==> src/hdl/tpm_pkg.sv <==
// tpm_pkg: constants for the thread scratch word and page size mask registers.
// assumes a core pipeline that issues coprocessor moves and translation-buffer strobes.
//
// Summary of operation
// - the thread scratch word is a plain 32-bit read-write word that hardware never interprets.
// - hardware register read index 29 returns the scratch word to user code only when enable bit 29 is set.
// - the page size mask stages the entry mask for translation-buffer writes and reads.
// - mask bits 28:13 set to one drop the matching address bits from the match compare.
// - with small pages capable and enabled, bits 12:11 are read-write, reset to zero and copied to and from entries.
// - otherwise bits 12:11 ignore writes, read zero, and an entry write stores them as binary 11.
// - in a first-release build bits 12:11 read zero and never touch translation.
// - bits 31:29 and 10:0 drop writes and read zero.
// - page size is a thermometer of bit pairs from 4 KB (bits 12:11) up to 256 MB (bits 28:11).
// - the 4 KB size is always supported; larger sizes are build options.
// - bits of unimplemented sizes read as zero even after software wrote ones.
// - the small-page enable bit of the page granularity control resets to zero and gates 1 KB support.
package tpm_pkg;
   // ---------------------------------------------------------------
   // register selects for the coprocessor move port
   // ---------------------------------------------------------------
   localparam logic [1:0] TPM_SEL_SCRATCH = 2'h0;
   localparam logic [1:0] TPM_SEL_PMASK = 2'h1;
   localparam logic [1:0] TPM_SEL_GRAIN = 2'h2;

   // ---------------------------------------------------------------
   // field positions
   // ---------------------------------------------------------------
   localparam int TPM_MASK_LSB = 13;
   localparam int TPM_MASK_MSB = 28;
   localparam int TPM_MASK_EXT_LSB = 11;
   localparam int TPM_MASK_EXT_MSB = 12;
   localparam int TPM_NUM_SIZES = 8;
   localparam logic [4:0] TPM_USER_LOCAL_INDEX = 5'h1d;
   localparam int TPM_HW_READ_EN_BIT = 29;
   localparam int TPM_GRAIN_SPE_BIT = 28;

   // ---------------------------------------------------------------
   // reset values and fixed patterns
   // ---------------------------------------------------------------
   localparam logic [1:0] TPM_MASK_EXT_RESET = 2'h0;
   localparam logic [1:0] TPM_MASK_EXT_FORCED = 2'h3;
   localparam logic [15:0] TPM_MASK_RESET = 16'h0000;
   localparam logic [31:0] TPM_SCRATCH_RESET = 32'h0000_0000;
   localparam logic TPM_SPE_RESET = 1'b0;
endpackage : tpm_pkg

==> src/hdl/tpm_size_filter.sv <==
// tpm_size_filter: clears mask bit pairs of page sizes the build does not implement.
// assumes the enable vector is a static build parameter.
`timescale 1ns/10ps
module tpm_size_filter
   import tpm_pkg::*;
#(
   parameter logic [7:0] SIZE_EN = 8'hff
) (
   // raw mask field
   input wire logic [15:0] mask_in,
   // filtered mask field
   output logic [15:0] mask_out
);
   genvar g;
   generate
      for (g = 0; g < TPM_NUM_SIZES; g++) begin : g_pair
         // pair g covers 16 KB << 2g; 4 KB lives in bits 12:11 and is always kept
         assign mask_out[2*g+1 -: 2] = SIZE_EN[g] ? mask_in[2*g+1 -: 2] : 2'h0;
      end
   endgenerate
endmodule // tpm_size_filter

==> src/hdl/tpm_regs.sv <==
// tpm_regs: scratch word and page size mask registers with entry staging.
// assumes the pipeline gives one-cycle write and entry strobes, sync to core_clk_in.
`timescale 1ns/10ps
module tpm_regs
   import tpm_pkg::*;
#(
   parameter logic [7:0] SIZE_EN = 8'hff,   // 16 KB .. 256 MB support, bit 0 = 16 KB
   parameter bit RELEASE2 = 1'b1,
   parameter bit SMALL_PAGE_CAPABLE = 1'b1
) (
   // clock and reset
   input wire logic core_clk_in,
   input wire logic reset_n_in,
   // privileged coprocessor moves
   input wire logic cop_wr_en_in,
   input wire logic [1:0] cop_sel_in,
   input wire logic [31:0] cop_wr_data_in,
   output logic [31:0] cop_rd_data_out,
   // hardware register read instruction
   input wire logic hwr_rd_en_in,
   input wire logic [4:0] hwr_index_in,
   input wire logic [31:0] hw_read_enable_reg_in,
   input wire logic user_mode_in,
   output logic [31:0] hwr_rd_data_out,
   output logic hwr_rd_ok_out,
   // translation-buffer entry staging
   input wire logic tlb_read_en_in,
   input wire logic [17:0] tlb_entry_mask_in,
   output logic [17:0] tlb_write_mask_out,
   output logic small_page_enable_out
);
   // ---------------------------------------------------------------
   // state
   // ---------------------------------------------------------------
   typedef struct packed {
      logic [31:0] scratch;
      logic [15:0] mask;
      logic [1:0] mask_ext;
      logic spe;
      logic [31:0] cop_rd;
      logic [31:0] hwr_rd;
      logic hwr_ok;
   } tpm_state_t;

   tpm_state_t state_reg;
   tpm_state_t state_next;
   logic [15:0] mask_wr_filt;
   logic [15:0] mask_rd_filt;
   logic small_on;
   logic [31:0] pmask_view;

   // ---------------------------------------------------------------
   // size filters: one on writes, one on entry reads
   // ---------------------------------------------------------------
   tpm_size_filter #(.SIZE_EN(SIZE_EN)) u_filt_wr (
      .mask_in(cop_wr_data_in[TPM_MASK_MSB:TPM_MASK_LSB]),
      .mask_out(mask_wr_filt)
   );
   tpm_size_filter #(.SIZE_EN(SIZE_EN)) u_filt_rd (
      .mask_in(tlb_entry_mask_in[17:2]),
      .mask_out(mask_rd_filt)
   );

   // first-release builds never expose the extension field
   assign small_on = RELEASE2 && SMALL_PAGE_CAPABLE && state_reg.spe;

   always_comb begin
      pmask_view = 32'h0000_0000;
      pmask_view[TPM_MASK_MSB:TPM_MASK_LSB] = state_reg.mask;
      pmask_view[TPM_MASK_EXT_MSB:TPM_MASK_EXT_LSB] =
         small_on ? state_reg.mask_ext : 2'h0;
   end

   always_comb begin
      state_next = state_reg;
      state_next.hwr_ok = 1'b0;
      if (cop_wr_en_in) begin
         case (cop_sel_in)
            TPM_SEL_SCRATCH: begin
               state_next.scratch = cop_wr_data_in;
            end
            TPM_SEL_PMASK: begin
               // unimplemented sizes are dropped here so read-back shows zero
               state_next.mask = mask_wr_filt;
               if (small_on) begin
                  state_next.mask_ext =
                     cop_wr_data_in[TPM_MASK_EXT_MSB:TPM_MASK_EXT_LSB];
               end
            end
            TPM_SEL_GRAIN: begin
               // no flush here: entries keep stale granularity if software skips it
               state_next.spe = cop_wr_data_in[TPM_GRAIN_SPE_BIT];
            end
            default: begin
            end
         endcase
      end
      if (tlb_read_en_in) begin
         state_next.mask = mask_rd_filt;
         if (small_on) begin
            state_next.mask_ext = tlb_entry_mask_in[1:0];
         end
      end
      case (cop_sel_in)
         TPM_SEL_SCRATCH: state_next.cop_rd = state_reg.scratch;
         TPM_SEL_PMASK: state_next.cop_rd = pmask_view;
         TPM_SEL_GRAIN: state_next.cop_rd = {3'h0, state_reg.spe, 28'h0000000};
         default: state_next.cop_rd = 32'h0000_0000;
      endcase
      state_next.hwr_rd = 32'h0000_0000;
      if (hwr_rd_en_in && hwr_index_in == TPM_USER_LOCAL_INDEX
            && (!user_mode_in || hw_read_enable_reg_in[TPM_HW_READ_EN_BIT])) begin
         state_next.hwr_rd = state_reg.scratch;
         state_next.hwr_ok = 1'b1;
      end
   end

   always_ff @(posedge core_clk_in or negedge reset_n_in) begin
      if (!reset_n_in) begin
         state_reg.scratch <= TPM_SCRATCH_RESET;
         state_reg.mask <= TPM_MASK_RESET;
         state_reg.mask_ext <= TPM_MASK_EXT_RESET;
         state_reg.spe <= TPM_SPE_RESET;
         state_reg.cop_rd <= 32'h0000_0000;
         state_reg.hwr_rd <= 32'h0000_0000;
         state_reg.hwr_ok <= 1'b0;
      end else begin
         state_reg <= state_next;
      end
   end

   // ---------------------------------------------------------------
   // outputs
   // ---------------------------------------------------------------
   assign cop_rd_data_out = state_reg.cop_rd;
   assign hwr_rd_data_out = state_reg.hwr_rd;
   assign hwr_rd_ok_out = state_reg.hwr_ok;
   assign small_page_enable_out = small_on;
   // entry write: forced 11 when small pages are off, so 4 KB stays the floor
   assign tlb_write_mask_out = {state_reg.mask,
      small_on ? state_reg.mask_ext : TPM_MASK_EXT_FORCED};
endmodule // tpm_regs

==> config.mk <==
export PLATFORM = sky130hd
export DESIGN_NAME = tpm_regs
export DESIGN_NICKNAME = d
export VERILOG_FILES = /design/src/hdl/tpm_pkg.sv /design/src/hdl/tpm_size_filter.sv /design/src/hdl/tpm_regs.sv
export SDC_FILE = /design/constraint.sdc
export NUM_CORES = 1
export LEC_CHECK = 0
export BUFFER_PORTS_ARGS = -buffer_cell sky130_fd_sc_hd__buf_2
export CAP_MARGIN = 20
export CORE_MARGIN = 1.5
export CORE_UTILIZATION = 34
export DETAILED_ROUTE_END_ITERATION = 8
export GPL_ROUTABILITY_DRIVEN = 0
export GPL_TIMING_DRIVEN = 1
export PLACE_DENSITY_LB_ADDON = 0.08
export SLEW_MARGIN = 10
export SYNTH_ARGS = -nofsm -noshare
export SYNTH_HDL_FRONTEND = slang
export SYNTH_SLANG_ARGS = --single-unit
==> constraint.sdc <==
create_clock -name core_clk_in -period 1.2 [get_ports core_clk_in]
set_input_delay 0.06 -clock core_clk_in [delete_from_list [all_inputs] [get_ports core_clk_in]]
set_output_delay 0.06 -clock core_clk_in [all_outputs]
set_load 0.03 [all_outputs]
## After elaboration in Yosys (flattened, before gate mapping)

Index checks and enable logic that the tools add are counted.

- Output and inout port bits: 84
- Flip-flop bits (word level): 116
- Bits of input ports: 95

- Equality and inequality tests: 3
- Reductions and logical operators: 10
- Mux-type cells: 10

Operator list:

| cell | count |
|---|---|
| $pmux W32 S3 | 1 |
| $mux W18 | 2 |
| $mux W33 | 1 |
| $mux W19 | 1 |
| $mux W2 | 4 |
| $reduce_and A2 Y1 | 3 |
| $eq A5 B5 Y1 const B | 1 |
| $reduce_bool A2 Y1 | 2 |
| $eq A2 B1 Y1 const B | 1 |
| $eq A2 B2 Y1 const B | 1 |
| $logic_and A1 B1 Y1 | 2 |
| $logic_not A2 Y1 | 1 |
| $logic_not A1 Y1 | 1 |
| $logic_or A1 B1 Y1 | 1 |
| $mux W1 | 1 |

## Logic depth before layout (Yosys ltp)

Gate-level depths: netlist of the first run.

- Word-level depth: 5
- Depth in mapped cells: 6
- Depth with buffers taken out: 3

## By module

A second synthesis of the first run with hierarchy kept.

- Cell total of the unflattened synthesis: 448
- Area, all modules: 5361.4 µm²

Modules (own cells, without submodules):

| module | area each (µm²) | cells an instance | instances | sequential area each (µm²) |
|---|---|---|---|---|
| tpm_regs | 5121.2 | 416 | 1 | 2902.8 |
| tpm_size_filter | 120.1 | 16 | 2 | 0.0 |

## Worst setup path before layout of the first run

No wires, ideal clock.

- Path type: reg2reg
- From: register state_reg, in the netlist small_page_enable_out
- To: register state_reg[66] (netlist bit)
- Data required time: 1.081 ns
- Path slack: -0.151 ns
- Buffers on the path: 1
- Stages on the path, launching flop included: 5
- Data arrival time: 1.233 ns
- Path through: dfrtp_1 clkbuf_1 nand2b_1 o32a_1 o21a_1

RTL lines:

| item | RTL line | source |
|---|---|---|
| start, declared | tpm_regs.sv:45 | `tpm_state_t state_reg;` |
| start signal, assigned | tpm_regs.sv:128 | `state_reg <= state_next;` |

## Worst setup path after layout of the first run

- From: register state_reg, in the netlist small_page_enable_out
- To: output tlb_write_mask_out[0]

- Cells in the longest elaborated chain, start to end: 1

Ends and longest elaborated chain:

| item | RTL line | source |
|---|---|---|
| $mux W2 | tpm_regs.sv:141 | `small_on ? state_reg.mask_ext : TPM_MASK_EXT_FORCED};` |
| end, declared | tpm_regs.sv:29 | `output logic [17:0] tlb_write_mask_out,` |

No other way between the ends.

==> metrics.txt, run 1 <==
CTS root buf clkbuf_16; Yosys top cell area share 56.67%; ratio of cells with drive above 1 in the final layout 42.31%; Via Count 3303; post-synthesis simple-gate area fraction 12.29%; dpl hpwl 7663 microns; Pre-Repair DR Iteration Count 6; cts bufs inserted 17; Max IR drop VDD 0.9542 mV; RR Endpoint state_reg[66]; Routed Antenna Nets 0; Post-Syn Area 0.005122 sq mm; gr usage total 15.56%; Synth area leaders dfrtp_1, buf_4, mux2_4, and2_1, a21oi_1; worst hold path depth 3; WL met2 5463 microns; final net count 654; Yosys reg bits 116; failing checks DRC; Cell Area, Placed 0.005599 sq mm; Initial Util 34.98%; Via density 4.369; Antenna Cells 0; I/O pin cnt 179; clock buffer depth 2; Post-Syn Area per Cell 12.31 sq um; worst min-delay path category primary input to register; most common cell after layout, fill and taps aside buf_2; port bufs 147; dpl cells 665; Core Rows 44; clk sinks 116; Hold Fails Final Rpt 0; initial antenna violation count 0; area delta synth->final 33.68%; Data required, critical path 1.14 ns; WL met1 5221 microns; Netlist cell types 23; Crit path arrival time 1.11 ns; compound-gate portion of the synthesized area 4.323%; min-delay src cop_wr_en_in; XOR/XNOR share of the synthesized area 0%; Clk pin slew, worst setup/hold paths 0.05 ns; WHS Endpoint small_page_enable_out; skew final 0.004006 ns; CP Capture Type primary output; Setup crit start kind register; Final Setup Violations 0; area leader, netlist dfrtp_1; largest net degree at the start of global routing 34; final instance area 0.006848 sq mm; total design power 11.84 mW; Tmin final 1.171 ns; RSZ-0062 raised after global routing true; DRC 7; max cap viols 0; Syn Inst Count 416; post-synthesis mux area share 12.58%; Leak Pwr 3.521 nW; worst slew pin tran 0.3932 ns; fin cells 756; most frequent cells in the layout buf_2, dfrtp_1, dlygate4sd3_1; worst-path maximum fanout 5; worst reg-to-reg path cell count 4; first-pass GRT wire length 18600 microns; outcome finished with violations; DR top layer met4; relative slew slack 73.78%; kind of critical path register to primary output; setup TNS 0 ns; register area 0.002904 sq mm; max FFs per register 34; gr ovfl total 0; area occupied by multi-input gates 0.001513 sq mm; fill count 1437; Post-Synth Adder-Cell Area 0%; TritonCTS clock tree done; die height 125.7 microns; power per standard cell area 1729 mW/mm^2; Syn Nets 511; RR Startpoint small_page_enable_out; metal3 WL 673 microns; period utilization 97.60%; DR iter-0 viols 92; core area 0.01464 sq mm; insertion delay to the later sink of the worst-skew pair 0.41 ns; final core occ 46.76%; fmax 0.8538 GHz; htree depth 4; crit path launch small_page_enable_out; sequential area share after synthesis 56.67%; Die ar. 0.01581 sq mm; final wirelength 11530 microns; final slew viol count 0; Avg WL per Cell 15.25 microns; largest family of logic cells by synthesized area buffers and inverters; R2R setup slack 0.06 ns; Die W 125.7 microns; vias in the first global route 3527; Synthesis Warnings 0
==> where the power goes <==
group	internal, mW	leakage [nW]	switching, mW
clock	3.78	0.314	1.70
sequential	4.31	1.47	0.243
combinational	0.890	1.73	0.914
==> repair_timing <==
| item | CTS | global route |
|---|---|---|
| pin swaps | 0 | 2 |
| setup buffers | 4 | 3 |
| hold endpoints to repair | 169 | 0 |
| hold buffers | 55 | 0 |
| gates resized for setup | 2 | 6 |
| setup endpoints to repair | 2 | 4 |
==> cells by family after synthesis <==
kind of cell,count (synthesis)
AO/OA/AOI/OAI,40
flip-flops,116
AND/OR/NAND/NOR,110
buffers and inverters,101
multiplexers,49
==> Yosys cell counts (all sizes together) <==
cell and number:
mux2 33, clkbuf 9, buf 92, nor2 16
o2bb2ai 1, nand2b 5, nand3b 1, nor2b 18
and2 47, dfrtp 116, and3b 1, a21oi 34
nand4 1, nand3 2, nor4b 1, mux2i 16
nand2 18, o21a 3, o32a 2
==> routing by layer <==
metal,vias up,track usage [%]
met5,-,0
met4,0,5.882
met3,10,5.565
met2,94,24.34
met1,1641,19.85
li1,1558,-
==> how the worst max path moves through the flow <==
| stage | endpoint | slack [ns] | cells past startpoint |
|---|---|---|---|
| CTS | tlb_write_mask_out[1] | 0.01 | 2 |
| detailed placement | state_reg[108] | -0.0003 | 5 |
| finish | tlb_write_mask_out[0] | 0.03 | 2 |
| global route | tlb_write_mask_out[0] | -0.02 | 2 |
| floorplan | state_reg[66] | 0.004 | 4 |
| global placement | state_reg[66] | 0.01 | 5 |
==> worst max-delay path, cell delays in order, from the launching register on <==
cell      delay (ns)
dfrtp_2         0.45
nand2b_1        0.12
buf_6           0.14
==> final cells by class <==
| cell class | count | area share, % |
|---|---|---|
| clock buffer | 22 | 6.779 |
| tap | 184 | 3.362 |
| sequential | 116 | 42.41 |
| clock inverter | 10 | 2.595 |
| timing repair buffer | 225 | 22.77 |
| multi-input combinational | 199 | 22.09 |
==> per-stage QoR <==
step                      setup slack (ns)  hold WS, ns
after global routing              -0.01601      0.01989
after detailed placement        -0.0002710      0.01580
after global placement             0.01163      0.01321
after floorplan                   0.003845      -0.2356
final                              0.02881      0.02507
after CTS                          0.01152   0.00005188
Note: power is estimated with default switching activity, not from simulation.
==> run 2: changes to the inputs <==
--- a/config.mk
+++ b/config.mk
@@ -12,6 +12,7 @@
 export DETAILED_ROUTE_END_ITERATION = 8
 export GPL_ROUTABILITY_DRIVEN = 0
 export GPL_TIMING_DRIVEN = 1
+export MAX_ROUTING_LAYER = met4
 export PLACE_DENSITY_LB_ADDON = 0.08
 export SLEW_MARGIN = 10
 export SYNTH_ARGS = -nofsm -noshare
==> run 2 against run 1 <==
- the run still ends with DRC left
- global-route usage grew 0.47 points
- worst hold slack lost 0.0049 ns
- power is essentially flat
- wire length shrank 0.31%
- clock-buffer cell count is the same
- utilization is the same
- clock power is essentially flat
- design area is the same
==> metrics.txt, run 2 (synthesized netlist as in run 1, its figures left out) <==
worst min-delay path category primary input to register; max FFs per register 34; worst slew pin tran 0.3905 ns; fmax 0.8521 GHz; Max IR drop VDD 0.9628 mV; final net count 654; ratio of cells with drive above 1 in the final layout 42.31%; TritonCTS clock tree done; Crit path arrival time 1.11 ns; Die ar. 0.01581 sq mm; WHS 0.02014 ns; Avg WL per Cell 15.20 microns; Leak Pwr 3.521 nW; gr ovfl total 0; insertion delay to the later sink of the worst-skew pair 0.41 ns; Via density 4.368; Die W 125.7 microns; DR iter-0 viols 115; clk sinks 116; WHS Endpoint small_page_enable_out; relative slew slack 73.97%; max cap viols 0; Antenna Cells 0; dpl hpwl 7663 microns; htree depth 4; Hold Fails Final Rpt 0; Pre-Repair DR Iteration Count 6; first-pass GRT wire length 18570 microns; outcome finished with violations; vias in the first global route 3533; Setup WS pre-CTS -0.0002710 ns; power per standard cell area 1729 mW/mm^2; Tmin final 1.174 ns; worst setup margin 0.02641 ns; min-delay src cop_wr_en_in; Setup crit start kind register; Data required, critical path 1.14 ns; port bufs 147; initial antenna violation count 0; failing checks DRC; period utilization 97.80%; clock buffer depth 2; Core Rows 44; R2R setup slack 0.06 ns; RR Startpoint small_page_enable_out; worst hold path depth 3; RR Endpoint state_reg[66]; final slew viol count 0; core area 0.01464 sq mm; skew final 0.004861 ns; I/O pin cnt 179; worst-path maximum fanout 5; Final Setup Violations 0; register area 0.002904 sq mm; most frequent cells in the layout buf_2, dfrtp_1, dlygate4sd3_1; final wirelength 11490 microns; die height 125.7 microns; Via Count 3302; kind of critical path register to primary output; DRC 7; fill count 1437; Clk pin slew, worst setup/hold paths 0.05 ns; Initial Util 34.98%; largest net degree at the start of global routing 34; cts bufs inserted 17; Routed Antenna Nets 0; setup TNS 0 ns; area occupied by multi-input gates 0.001513 sq mm; CP Capture Type primary output; area delta synth->final 33.68%; gr usage total 16.03%; most common cell after layout, fill and taps aside buf_2; RSZ-0062 raised after global routing true; worst reg-to-reg path cell count 4; CTS root buf clkbuf_16
run 2: power breakdown:
part | total, mW | switching, mW | leakage [nW] | internal, mW
Clock | 5.48 | 1.70 | 0.314 | 3.78
Combinational | 1.80 | 0.914 | 1.73 | 0.890
Sequential | 4.55 | 0.243 | 1.47 | 4.31
Total | 11.8 | 2.86 | 3.52 | 8.98
run 2: worst max-delay path: stages, from the launching register on:
cell	delay [ns]
dfrtp_2	0.45
nand2b_1	0.12
buf_6	0.14
run 2: how the worst max path moves through the flow:
stage,startpoint,cells after the start,end,slack [ns]
global placement,cop_sel_in[1],5,state_reg[66],0.01
detailed placement,cop_sel_in[1],5,state_reg[108],-0.0003
finish,small_page_enable_out,2,tlb_write_mask_out[0],0.03
floorplan,small_page_enable_out,4,state_reg[66],0.004
global route,small_page_enable_out,2,tlb_write_mask_out[0],-0.02
CTS,state_reg[67],2,tlb_write_mask_out[1],0.01
run 2: repair_timing:
| action | in CTS | in global routing |
|---|---|---|
| endpoints found under the setup margin | 2 | 4 |
| resized for setup | 2 | 6 |
| setup buffers | 4 | 3 |
| endpoints found under the hold margin | 169 | 0 |
| pin swaps | 0 | 2 |
| hold buffers | 55 | 0 |
run 2: metal layers:
layer / track usage [%] / vias to the layer above / part of all wire (%)
li1: - / 1556 / -
met1: 19.93 / 1635 / 45
met2: 24.47 / 96 / 47
met3: 5.268 / 15 / 5.7
met4: 5.882 / 0 / 1.7
met5: - / - / 0
run 2: stage by stage:
step | total power [mW] | cell area, sq um | instances | utilization, %
5_1_grt | 12.36 | 6848 | 756 | 46.76
4_1_cts | 11.96 | 6827 | 756 | 46.62
6_report | 11.84 | 6848 | 756 | 46.76
2_1_floorplan | 5.824 | 5125 | 416 | -
3_5_place_dp | 6.204 | 5599 | 665 | 38.23
3_3_place_gp | 6.172 | 5599 | 665 | 38.23
run 2: area by class of cell:
class / instances / area share (%)
Sequential cell: 116 / 42.41
Timing Repair Buffer: 225 / 22.77
Multi-Input combinational cell: 199 / 22.09
Clock buffer: 22 / 6.779
Tap cell: 184 / 3.362
Clock inverter: 10 / 2.595
